--- config.mk ---
export PLATFORM = sky130hd
export DESIGN_NAME = sig_irq_gen
export DESIGN_NICKNAME = d
export VERILOG_FILES = /design/src/sig_intx_remap.v /design/src/sig_irq_gen.v
export VERILOG_INCLUDE_DIRS = /design/src
export SDC_FILE = /design/constraint.sdc
export NUM_CORES = 1
export LEC_CHECK = 0
export ABC_AREA = 1
export BUFFER_PORTS_ARGS = -buffer_cell sky130_fd_sc_hd__clkbuf_2
export CAP_MARGIN = 20
export CORE_UTILIZATION = 56
export CTS_BUF_LIST = sky130_fd_sc_hd__clkbuf_8
export DETAILED_ROUTE_END_ITERATION = 10
export PLACE_DENSITY = 0.78
export SYNTH_ARGS = -nofsm -noshare
export SYNTH_HDL_FRONTEND = slang
export SYNTH_HIERARCHICAL = 1
export SYNTH_SLANG_ARGS = --single-unit
--- constraint.sdc ---
create_clock -name clk_in -period 1.75 [get_ports clk_in]
set_input_delay 0 -clock clk_in [delete_from_list [all_inputs] [get_ports clk_in]]
set_output_delay 0 -clock clk_in [all_outputs]
set_load 0.02 [all_outputs]
--- src/sig_consts.vh ---
`ifndef SIG_CONSTS_VH
`define SIG_CONSTS_VH
// Register offsets
`define SIG_OFF_CMD_STATUS    8'h04
`define SIG_OFF_MSG_CTRL      8'h48
`define SIG_OFF_MSG_ADDR      8'h4C
`define SIG_OFF_MSG_ADDR_HI   8'h50
`define SIG_OFF_MSG_DATA      8'h54
`define SIG_OFF_MSG_HOLD      8'h58
`define SIG_OFF_EVT_STATUS    8'h60
`define SIG_OFF_EVT_MASK      8'h64
// Field positions
`define SIG_BIT_INT_INHIBIT   10
`define SIG_BIT_INT_PENDING   19
`define SIG_BIT_MSG_ON        16
`define SIG_BIT_WIDE_ADDR     23
`define SIG_BIT_HOLD          0
// Capability values
`define SIG_CAP_ID_MSG        8'h05
`define SIG_CAP_NEXT          8'h00
// Reset value and event count
`define SIG_RST_MASK          9'h000
`define SIG_NUM_EVT           9
`endif

--- src/sig_intx_remap.v ---
`timescale 1ns/100ps
// Rotates a per-port INTx vector by device number and ORs all ports
module sig_intx_remap #(
    parameter NPORT = 5
) (
    // Per-port level vectors, port p at bits 4p+3..4p
    input  wire [4*NPORT-1:0] lvl_in,
    // Collapsed levels, bit 0 is type A
    output reg  [3:0]         lvl_out
);
    integer p;
    reg [3:0] v;

    // Rotation amount is the device number modulo four
    function [3:0] rot;
        input [3:0] x;
        input [1:0] s;
        begin
            rot = (x << s) | (x >> (3'd4 - {1'b0, s}));
        end
    endfunction

    // Remap each port then OR into four levels
    always @* begin
        lvl_out = 4'h0;
        v = 4'h0;
        for (p = 0; p < NPORT; p = p + 1) begin
            v = lvl_in[4*p +: 4];
            lvl_out = lvl_out | rot(v, p[1:0]);
        end
    end
endmodule // sig_intx_remap

--- src/sig_irq_gen.v ---
`timescale 1ns/100ps
`include "sig_consts.vh"
module sig_irq_gen #(
    parameter NPORT = 5
) (
    // Clock and reset
    input  wire                clk_in,
    input  wire                rst_n_in,
    // Configuration register port of this unit
    input  wire                cfg_wr_in,
    input  wire                cfg_rd_in,
    input  wire [7:0]          cfg_addr_in,
    input  wire [31:0]         cfg_wdata_in,
    input  wire [3:0]          cfg_be_in,
    output reg  [31:0]         cfg_rdata_out,
    // Event pulses: 0 button,1 power fault,2 latch,3 cmd done,4 presence,
    // 5 link state,6 ram ecc,7 credit underrun,8 error fifo overflow
    input  wire [8:0]          evt_in,
    // Device error condition level, drives type A
    input  wire                dev_err_in,
    // Downstream INTx levels, one nibble per port (A at bit 0)
    input  wire [4*NPORT-1:0]  dn_intx_in,
    // Internal type A levels from the downstream port units
    input  wire [NPORT-1:0]    dn_int_a_in,
    // Upstream INTx message request
    output wire                intx_msg_valid_out,
    input  wire                intx_msg_ready_in,
    output reg                 intx_msg_assert_out,
    output reg  [1:0]          intx_msg_type_out,
    // Message write request
    output wire                mwr_valid_out,
    input  wire                mwr_ready_in,
    output reg  [63:0]         mwr_addr_out,
    output reg  [31:0]         mwr_data_out,
    // Local type A level toward an upstream collapser
    output wire                local_int_a_out
);
    localparam NEVT = `SIG_NUM_EVT;
    localparam MS_IDLE = 2'b00;
    localparam MS_SEND = 2'b01;
    localparam MS_WAIT = 2'b10;

    // Software controls
    reg              inhibit_q;
    reg              msg_irq_on_q;
    reg [31:0]       addr_lo_q;
    reg [31:0]       addr_hi_q;
    reg [15:0]       payload_q;
    reg              hold_q;
    reg [NEVT-1:0]   evt_mask_q;
    reg [NEVT-1:0]   evt_stat_q;
    reg [NEVT-1:0]   evt_stat_d;
    // Message state
    reg [1:0]        ms_q;
    reg              armed_q;
    // INTx edge tracking
    reg [3:0]        lvl_sent_q;
    reg              intx_busy_q;
    reg [3:0]        up_lvl_q;

    wire [3:0]       up_lvl;
    wire [NEVT-1:0]  evt_live;
    wire             pending;
    wire             intx_on;
    wire [3:0]       diff;
    reg  [1:0]       pick;

    // Byte-lane write merge
    function [31:0] merge;
        input [31:0] old;
        input [31:0] nw;
        input [3:0]  be;
        integer b;
        begin
            merge = old;
            for (b = 0; b < 4; b = b + 1) begin
                if (be[b]) begin
                    merge[8*b +: 8] = nw[8*b +: 8];
                end
            end
        end
    endfunction

    // Unmasked sticky events and the device error level make up the pending flag
    assign evt_live = evt_stat_q & ~evt_mask_q;
    assign pending  = (|evt_live) | dev_err_in;
    assign intx_on  = ~inhibit_q & ~msg_irq_on_q;
    // Own level is type A only, gated by the enables
    assign local_int_a_out = pending & intx_on;

    // Collapse forwarded and internal levels; own port is device 0
    sig_intx_remap #(.NPORT(NPORT + 1)) u_remap (
        .lvl_in  ({dn_intx_in | {{3*NPORT{1'b0}}, {NPORT{1'b0}}},
                   4'h0} | {{NPORT{4'h0}}, 3'b000, local_int_a_out}
                  | merge_int_a(dn_int_a_in)),
        .lvl_out (up_lvl)
    );

    // Place each port's type A level into its nibble, ports start at 1
    function [4*NPORT+3:0] merge_int_a;
        input [NPORT-1:0] a;
        integer k;
        begin
            merge_int_a = {(4*NPORT+4){1'b0}};
            for (k = 0; k < NPORT; k = k + 1) begin
                merge_int_a[4*(k+1)] = a[k];
            end
        end
    endfunction

    // Sticky event flags, a new event wins over a clear
    always @* begin
        evt_stat_d = evt_stat_q;
        if (cfg_wr_in && cfg_addr_in == `SIG_OFF_EVT_STATUS) begin
            evt_stat_d = evt_stat_q & ~cfg_wdata_in[NEVT-1:0];
        end
        evt_stat_d = evt_stat_d | evt_in;
    end

    // Register writes and event tracking
    always @(posedge clk_in) begin
        if (!rst_n_in) begin
            inhibit_q    <= 1'b0;
            msg_irq_on_q <= 1'b0;
            addr_lo_q    <= 32'h00000000;
            addr_hi_q    <= 32'h00000000;
            payload_q    <= 16'h0000;
            hold_q       <= 1'b0;
            evt_mask_q   <= `SIG_RST_MASK;
            evt_stat_q   <= {NEVT{1'b0}};
        end else begin
            evt_stat_q <= evt_stat_d;
            if (cfg_wr_in) begin
                case (cfg_addr_in)
                    `SIG_OFF_CMD_STATUS: begin
                        if (cfg_be_in[1]) begin
                            inhibit_q <= cfg_wdata_in[`SIG_BIT_INT_INHIBIT];
                        end
                    end
                    `SIG_OFF_MSG_CTRL: begin
                        if (cfg_be_in[2]) begin
                            msg_irq_on_q <= cfg_wdata_in[`SIG_BIT_MSG_ON];
                        end
                    end
                    `SIG_OFF_MSG_ADDR: begin
                        addr_lo_q <= merge(addr_lo_q, cfg_wdata_in, cfg_be_in) & 32'hFFFFFFFC;
                    end
                    `SIG_OFF_MSG_ADDR_HI: begin
                        addr_hi_q <= merge(addr_hi_q, cfg_wdata_in, cfg_be_in);
                    end
                    `SIG_OFF_MSG_DATA: begin
                        // Only the low half is stored; the upper half reads zero
                        if (cfg_be_in[0]) begin
                            payload_q[7:0] <= cfg_wdata_in[7:0];
                        end
                        if (cfg_be_in[1]) begin
                            payload_q[15:8] <= cfg_wdata_in[15:8];
                        end
                    end
                    `SIG_OFF_MSG_HOLD: begin
                        if (cfg_be_in[0]) begin
                            hold_q <= cfg_wdata_in[`SIG_BIT_HOLD];
                        end
                    end
                    `SIG_OFF_EVT_MASK: begin
                        if (cfg_be_in[0]) begin
                            evt_mask_q[7:0] <= cfg_wdata_in[7:0];
                        end
                        if (cfg_be_in[1]) begin
                            evt_mask_q[NEVT-1:8] <= cfg_wdata_in[NEVT-1:8];
                        end
                    end
                    default: begin
                    end
                endcase
            end
        end
    end

    // Read mux
    always @(posedge clk_in) begin
        if (!rst_n_in) begin
            cfg_rdata_out <= 32'h00000000;
        end else if (cfg_rd_in) begin
            case (cfg_addr_in)
                `SIG_OFF_CMD_STATUS: begin
                    cfg_rdata_out <= ({31'h0, inhibit_q} << `SIG_BIT_INT_INHIBIT)
                                   | ({31'h0, pending} << `SIG_BIT_INT_PENDING);
                end
                `SIG_OFF_MSG_CTRL: begin
                    // Multi-vector fields 22:17 stay zero
                    cfg_rdata_out <= ({31'h0, 1'b1} << `SIG_BIT_WIDE_ADDR)
                                   | ({31'h0, msg_irq_on_q} << `SIG_BIT_MSG_ON)
                                   | {16'h0000, `SIG_CAP_NEXT, `SIG_CAP_ID_MSG};
                end
                `SIG_OFF_MSG_ADDR:    cfg_rdata_out <= addr_lo_q;
                `SIG_OFF_MSG_ADDR_HI: cfg_rdata_out <= addr_hi_q;
                `SIG_OFF_MSG_DATA:    cfg_rdata_out <= {16'h0000, payload_q};
                `SIG_OFF_MSG_HOLD:    cfg_rdata_out <= {31'h0, hold_q};
                `SIG_OFF_EVT_STATUS:  cfg_rdata_out <= {23'h000000, evt_stat_q};
                `SIG_OFF_EVT_MASK:    cfg_rdata_out <= {23'h000000, evt_mask_q};
                default:              cfg_rdata_out <= 32'h00000000;
            endcase
        end
    end

    // Message write sequencer: one write per rising pending edge
    assign mwr_valid_out = (ms_q == MS_SEND);
    always @(posedge clk_in) begin
        if (!rst_n_in) begin
            ms_q         <= MS_IDLE;
            armed_q      <= 1'b1;
            mwr_addr_out <= 64'h0000000000000000;
            mwr_data_out <= 32'h00000000;
        end else begin
            case (ms_q)
                MS_IDLE: begin
                    if (msg_irq_on_q && pending && armed_q && !hold_q) begin
                        ms_q         <= MS_SEND;
                        armed_q      <= 1'b0;
                        mwr_addr_out <= {addr_hi_q, addr_lo_q};
                        mwr_data_out <= {16'h0000, payload_q};
                    end else if (!pending) begin
                        armed_q <= 1'b1;
                    end
                end
                MS_SEND: begin
                    if (mwr_ready_in) begin
                        ms_q <= MS_WAIT;
                    end
                end
                MS_WAIT: begin
                    // Wait out the hold bit before re-arming
                    if (!hold_q) begin
                        ms_q <= MS_IDLE;
                    end
                end
                default: ms_q <= MS_IDLE;
            endcase
        end
    end

    // Lowest differing level is sent next
    assign diff = up_lvl_q ^ lvl_sent_q;
    always @* begin
        pick = 2'd0;
        if (diff[3]) pick = 2'd3;
        if (diff[2]) pick = 2'd2;
        if (diff[1]) pick = 2'd1;
        if (diff[0]) pick = 2'd0;
    end
    assign intx_msg_valid_out = intx_busy_q;

    // Edge detection of collapsed levels into Assert/Deassert messages
    always @(posedge clk_in) begin
        if (!rst_n_in) begin
            up_lvl_q            <= 4'h0;
            lvl_sent_q          <= 4'h0;
            intx_busy_q         <= 1'b0;
            intx_msg_assert_out <= 1'b0;
            intx_msg_type_out   <= 2'd0;
        end else begin
            up_lvl_q <= up_lvl;
            if (intx_busy_q) begin
                if (intx_msg_ready_in) begin
                    intx_busy_q <= 1'b0;
                end
            end else if (|diff) begin
                intx_busy_q                <= 1'b1;
                intx_msg_type_out          <= pick;
                intx_msg_assert_out        <= up_lvl_q[pick];
                lvl_sent_q[pick]           <= up_lvl_q[pick];
            end
        end
    end
endmodule // sig_irq_gen

==> results of run 1 <==
how the worst max path moves through the flow:
stage	startpoint	to	slack (ps)
global placement	cfg_addr_in[7]	addr_hi_q[24]	180
floorplan	evt_mask_q[7]	up_lvl_q[0]	150
CTS	evt_mask_q[2]	local_int_a_out	30
global route	evt_stat_q[7]	local_int_a_out	-30
detailed placement	cfg_addr_in[7]	addr_hi_q[24]	90
finish	evt_mask_q[1]	local_int_a_out	50
layer usage:
layer | wire length, µm | up-vias | global-route usage
met1 | 12000 | 4522 | 0.429
met3 | 2810 | 88 | 0.0628
li1 | - | 4734 | -
met5 | 0 | - | 0
met2 | 13100 | 542 | 0.511
met4 | 989 | 0 | 0.144
Yosys cell counts (3+ instances only):
| cell type | number | area [µm²] |
|---|---|---|
| o21ai_0 | 66 | 330 |
| nor2_1 | 58 | 218 |
| a21oi_1 | 196 | 981 |
| inv_1 | 106 | 398 |
| nor2_8 | 3 | 60.1 |
| nand2_1 | 252 | 946 |
| nand3_1 | 83 | 415 |
| buf_2 | 28 | 140 |
| buf_6 | 8 | 90.1 |
| buf_4 | 23 | 173 |
| or2_2 | 5 | 31.3 |
| clkbuf_1 | 36 | 135 |
| buf_1 | 8 | 30.0 |
| nand2_4 | 4 | 45.0 |
| inv_2 | 10 | 37.5 |
| nand2_2 | 8 | 50.1 |
| nand4_1 | 80 | 500 |
| nor2_4 | 6 | 67.6 |
| o21ai_1 | 6 | 30.0 |
| a211oi_2 | 20 | 250 |
| o211ai_1 | 7 | 52.6 |
| nor3_1 | 3 | 15.0 |
| o22ai_1 | 13 | 81.3 |
| dfxtp_1 | 224 | 4480 |
kinds of logic after synthesis:
| group | Yosys count |
|---|---|
| other cells | 1 |
| xor+xnor | 1 |
| simple gates | 507 |
| flops | 224 |
| compound gates | 309 |
| buf+inv | 220 |
area by class of cell:
| type | count | area, µm² |
|---|---|---|
| repair buffers | 308 | 2100 |
| fillers | 1306 | 4460 |
| clock inverters | 21 | 110 |
| multi-input cells | 838 | 4230 |
| diodes | 1 | 2.50 |
| well taps | 220 | 275 |
| inverters | 117 | 445 |
| clock buffers | 43 | 592 |
| flip-flops and latches | 224 | 4490 |
registers in the layout, indices dropped and copies added (netlist names):
signal,count
intx_msg_assert_out,1
up_lvl_q,4
inhibit_q,1
intx_msg_type_out,2
evt_mask_q,9
ms_q,2
payload_q,16
lvl_sent_q,4
mwr_addr_out,62
armed_q,1
msg_irq_on_q,1
addr_lo_q,30
mwr_data_out,16
cfg_rdata_out,32
addr_hi_q,32
intx_msg_valid_out,1
evt_stat_q,9
hold_q,1
power by group through the flow:
stage	clock network, mW	logic, mW	registers, mW
after floorplan	0	0.470	5.33
after global placement	0	0.730	5.31
after detailed placement	0	0.736	5.31
after CTS	4.45	0.856	5.20
after global routing	4.70	0.965	5.20
final	4.41	0.881	5.20
placed cells by master, fill, tap and decap left out, types with 2 or more instances in the layout:
cell / netlist / layout
clkinv_2: 1 / 2
buf_12: 0 / 7
inv_1: 106 / 120
o22ai_1: 13 / 13
nand2_2: 8 / 8
buf_4: 23 / 26
dfxtp_1: 224 / 222
nor2_1: 58 / 56
nor3_1: 3 / 3
nand2_4: 4 / 4
clkbuf_8: 0 / 43
nand3_1: 83 / 83
dlygate4sd3_1: 0 / 73
o21ai_0: 66 / 65
conb_1: 1 / 21
a211oi_2: 20 / 20
buf_6: 8 / 2
inv_2: 10 / 13
nor2_2: 1 / 3
o211ai_1: 7 / 7
a21oi_1: 196 / 196
o21ai_1: 6 / 7
nor2_4: 6 / 6
nor2_8: 3 / 3
nand4_1: 80 / 80
dfxtp_2: 0 / 2
nand2_1: 252 / 252
clkbuf_2: 0 / 199
or2_2: 5 / 5
timing repair:
item,4_1_cts,5_1_grt
resized for setup,1,14
setup buffers,0,1
pin swaps,0,2
hold buffers,74,0
endpoints found under the hold margin,107,0
setup endpoints to repair,1,9
critical path, delay by kind of cell (launching register included):
kind | cells | cell delay (ps)
buffers and inverters | 2 | 230
flip-flops | 1 | 310
AND/OR/NAND/NOR | 5 | 650
==> results by group, run 1 <==
STA
  • Hold slack: 42.8 ps
  • Setup ws final: 49.2 ps
  • Worst slew pin tran: 561 ps
  • Final worst path period need: 1700 ps
  • Slew Limit Headroom: 0.626
  • Period utilisation layout: 0.972
  • Setup Viol. Count Final: 0
  • Achievable Freq: 588 MHz
  • Setup TNS: 0 ps
  • Fin. max-slew vios: 0
  • RSZ-0062 raised after global routing: yes
  • Hold Fails Final Rpt: 0
  • Clk_skew: 19.5 ps

Floorplan
  • Die area: 17700 µm²
  • Die Wd: 133 µm
  • Rows: 47
  • Top Ports: 219
  • Initial core utilization: 0.577
  • Die H: 133 µm
  • Core area: 16700 µm²

Yosys
  • Adder-cell share of the synthesized area: 0
  • Register area share after synthesis: 0.465
  • Synth unique cells: 33
  • Yosys reg bits: 224
  • Yosys warnings: 6
  • Mux contribution to synthesized area: 0
  • Largest family of logic cells by synthesized area: simple AND/OR/NAND/NOR gates
  • Synth Cell Area: 9630 µm²
  • Most common flop cell mapped by yosys: dfxtp_1
  • Syn Inst Count: 1262
  • Post-synthesis xor/xnor area fraction: 0.000909
  • Compound-Gate Fraction of Synth Area: 0.180
  • Mean Syn Cell Area: 7.63 µm²
  • Synth Area in Simple Gates: 0.248
  • EDFF count, synth: 0
  • Synth async-reset ratio: 0

Job
  • Max Cap Viol: 0

Clocking
  • TritonCTS clock tree: yes
  • Num CTS Buffers: 38
  • H-tree depth: 2
  • CTS clk-pin slew, worst paths: 60 ps
  • Clock Sinks: 224
  • Clk Latency, worst-skew pair: 520 ps
  • CTS Buffer Depth: 3
  • Clk root buf: clkbuf_8

Finish
  • Non-Filler Instances: 1772
  • Area Growth Syn to Fin: 27.1%
  • Fin nets: 1612
  • Core Util, Final: 0.733
  • Fraction of layout cells with a size suffix above 1: 0.226
  • Finished Cell Area: 12200 µm²

GRT
  • Number of global-route vias before repair: 9287
  • GRT overflow: 0
  • First-pass GRT wire length: 46000 µm
  • Largest net degree at the start of global routing: 64
  • Initial antenna violation count: 1
  • Total GRT Usage: 0.323

Power
  • Pwr Total: 10.5 mW
  • LEAKAGE: 5.11 nW
  • Sw Ratio: 0.251
  • Clock Power Share: 0.421
  • Peak supply drop: 0.614 mV
  • Pwr dens: 857 nW/µm²
  • Internal Pwr Total: 7.86 mW
  • Reg power frac: 0.495
  • Net switching power: 2.63 mW
  • Combinational power share: 0.084

Place
  • HPWL Detailed: 18900 µm
  • Gpl congestion: 0.908
  • Cells after DPL: 1632
  • Placed cell areas: 10800 µm²
  • PortBufs: 200
  • Worst Setup Slack post-DPL: 94.8 ps

Worst hold path
  • Hold Startpoint: cfg_rd_in
  • Min-Delay Path Class: in2reg
  • WHS Path Cells: 4
  • Hold path endpoint: cfg_rdata_out[16]

Critical path
  • R2R setup slack: 190 ps
  • Critical path data required time: 1750 ps
  • Worst reg2reg startpoint: evt_mask_q[2]
  • Crit Path Category: reg2out
  • Cells along the critical path: inv_1, nand2_1, nand3_1, nor2_2, nand2_2, nor3b_4, buf_6
  • Arr. time, crit path: 1700 ps
  • Worst path slowest cell: dfxtp_1
  • Crit-path max FO: 5
  • Critical Path Source Type: flop
  • Max incr delay on CP: 310 ps
  • FF-to-FF End: mwr_addr_out[15]
  • R2R cell count: 9
  • Crit end category: primary output

Drt
  • Iteration-0 DRC Markers: 1052
  • Vias/cell: 5.58
  • # DRC: 0
  • DR pass1 iterations: 7
  • Vias: 9886
  • WL final: 28900 µm
  • Antenna Nets Post-Route: 0
  • Routed wire length per instance: 16.3 µm

Status
  • Status: completed
Note: power is estimated with default switching activity, not from simulation.
==> run 2: changes to the inputs <==
CORE_UTILIZATION = 60   (was 56)
PLACE_DENSITY = 0.83   (was 0.78)
SETUP_SLACK_MARGIN = 0.3   (was unset)
clock period = 2.2 ns   (was 1.75 ns; I/O delays follow)
==> results by group, run 2 (synthesis results as in run 1) <==
Worst hold path
  • Hold path endpoint: inhibit_q
  • WHS Path Cells: 6
  • Hold Startpoint: cfg_addr_in[7]
  • Min-Delay Path Class: in2reg

Critical path
  • Crit end category: flop
  • R2R cell count: 9
  • R2R setup slack: 550 ps
  • Worst reg2reg startpoint: evt_mask_q[8]
  • Worst path slowest cell: dlygate4sd3_1
  • Crit Path Category: in2reg
  • Crit-path max FO: 15
  • Critical path data required time: 2600 ps
  • Max incr delay on CP: 590 ps
  • Crit path top cell by count: dlygate4sd3_1
  • Cells along the critical path: clkbuf_2, dlygate4sd3_1, nor2_1, dlygate4sd3_1, nand3_1, nor3_4, nand2_4, o21ai_0, a21oi_1
  • Critical Path Source Type: input port
  • Arr. time, crit path: 2280 ps
  • FF-to-FF End: mwr_addr_out[6]

Finish
  • Most flop-heavy register: mwr_addr_out
  • Area of the multi-input gates: 4290 µm²
  • Most frequent cells in the layout: nand2_1, dfxtp_1, clkbuf_2, a21oi_1, inv_1
  • Register area: 4480 µm²
  • Regs by FF count: mwr_addr_out x62, addr_hi_q x32, cfg_rdata_out x32
  • Fin nets: 1603
  • Commonest non-fill, non-tap cell in the layout: nand2_1
  • Core Util, Final: 0.789
  • Finished Cell Area: 12200 µm²
  • Max reg flops: 62
  • Antenna diodes: 0
  • Non-Filler Instances: 1752
  • Fillers: 1097
  • Area Growth Syn to Fin: 26.3%
  • Fraction of layout cells with a size suffix above 1: 0.223

Place
  • Placed cell areas: 10600 µm²
  • HPWL Detailed: 18600 µm
  • PortBufs: 200
  • Cells after DPL: 1613
  • Gpl congestion: 0.904

Clocking
  • CTS Buffer Depth: 3
  • Clk Latency, worst-skew pair: 520 ps
  • TritonCTS clock tree: yes
  • H-tree depth: 2
  • Num CTS Buffers: 35
  • Clk root buf: clkbuf_8
  • CTS clk-pin slew, worst paths: 60 ps
  • Clock Sinks: 224

Power
  • Pwr dens: 676 nW/µm²
  • Pwr Total: 8.23 mW
  • LEAKAGE: 5.06 nW
  • Peak supply drop: 0.460 mV

Floorplan
  • Top Ports: 219
  • Core area: 15400 µm²
  • Die Wd: 129 µm
  • Initial core utilization: 0.624
  • Rows: 45
  • Die H: 129 µm
  • Die area: 16600 µm²

GRT
  • Met2 GRT Util: 0.548
  • Total GRT Usage: 0.345
  • Met1 Use GR: 0.455
  • Busiest grt layer: met2
  • Largest net degree at the start of global routing: 63
  • First-pass GRT wire length: 45200 µm
  • Initial antenna violation count: 0
  • Number of global-route vias before repair: 9186
  • GRT overflow: 0
  • GRT met3 Usage: 0.0669

STA
  • Setup Viol. Count Final: 0
  • Setup TNS: 0 ps
  • Clk_skew: 12.7 ps
  • Hold slack: -0.827 ps
  • Slew Limit Headroom: 0.625
  • RSZ-0062 raised after global routing: yes
  • Hold Fails Final Rpt: 1
  • Worst slew pin tran: 562 ps
  • Fin. max-slew vios: 0
  • Achievable Freq: 532 MHz
  • Final worst path period need: 1880 ps
  • Period utilisation layout: 0.854

Drt
  • Routed wire length per instance: 16.6 µm
  • # DRC: 0
  • Iteration-0 DRC Markers: 1159
  • Vias: 10100
  • Antenna Nets Post-Route: 0
  • WL final: 29100 µm
  • DR pass1 iterations: 7
  • Vias/cell: 5.78

Status
  • Failing checks: negative hold slack
  • Status: finished with violations

Job
  • Max Cap Viol: 0
[run 2: changes by cell type in the layout (fill, tap and decap cells not counted), sizes merged]
cell and delta:
buf -5, bufinv -1, clkbuf +2, clkinv -1, clkinvlp -1, diode -1, dlygate4sd3 -1, dlymetal6s4s -1
inv -3, nand2 +1
[run 2: what timing repair did]
item                                   4_1_cts  5_1_grt
pin swaps                                    0        3
endpoints found under the hold margin      128        0
buffers inserted                             0        6
setup endpoints to repair                    1       17
hold buffers                                72        0
cloned                                       0        1
gates resized for setup                      2       13
[run 2: where the power goes]
part / switching, mW / total [mW] / internal, mW
Sequential: 0.0288 / 4.13 / 4.10
Combinational: 0.449 / 0.709 / 0.260
Clock: 1.57 / 3.39 / 1.82
Total: 2.05 / 8.23 / 6.18
[run 2: per-stage QoR]
step	setup WS, ps	hold slack, ps
2_1_floorplan	367	134
3_3_place_gp	574	221
3_5_place_dp	490	222
4_1_cts	313	4.25
5_1_grt	211	45.7
6_report	322	-0.827
[run 2: layout make-up]
type,count,share of cell area
Multi-Input combinational cell,839,0.353
Timing Repair Buffer,301,0.165
Inverter,117,0.0366
Clock buffer,45,0.0509
Clock inverter,15,0.00463
Tap cell,211,0.0217
Sequential cell,224,0.369
[run 2: worst max-delay path, delay by kind of cell]
| kind | cells | cell delay, ps |
|---|---|---|
| compound gates | 2 | 300 |
| buf+inv | 3 | 1250 |
| simple gates | 4 | 720 |
[run 2: worst max path at each step]
stage	end	start	slack, ps
global placement	mwr_addr_out[25]	evt_mask_q[8]	570
global route	evt_mask_q[2]	cfg_addr_in[0]	210
CTS	local_int_a_out	evt_mask_q[8]	310
detailed placement	mwr_addr_out[6]	evt_mask_q[8]	490
floorplan	up_lvl_q[0]	evt_mask_q[7]	370
finish	evt_mask_q[2]	cfg_addr_in[0]	320
[run 2: per-layer routing]
metal	share of wire	vias up	routed length (µm)
met1	0.40	4648	11500
met3	0.11	119	3150
met5	0	-	0
met4	0.040	0	1160
met2	0.46	642	13300
li1	-	4722	-
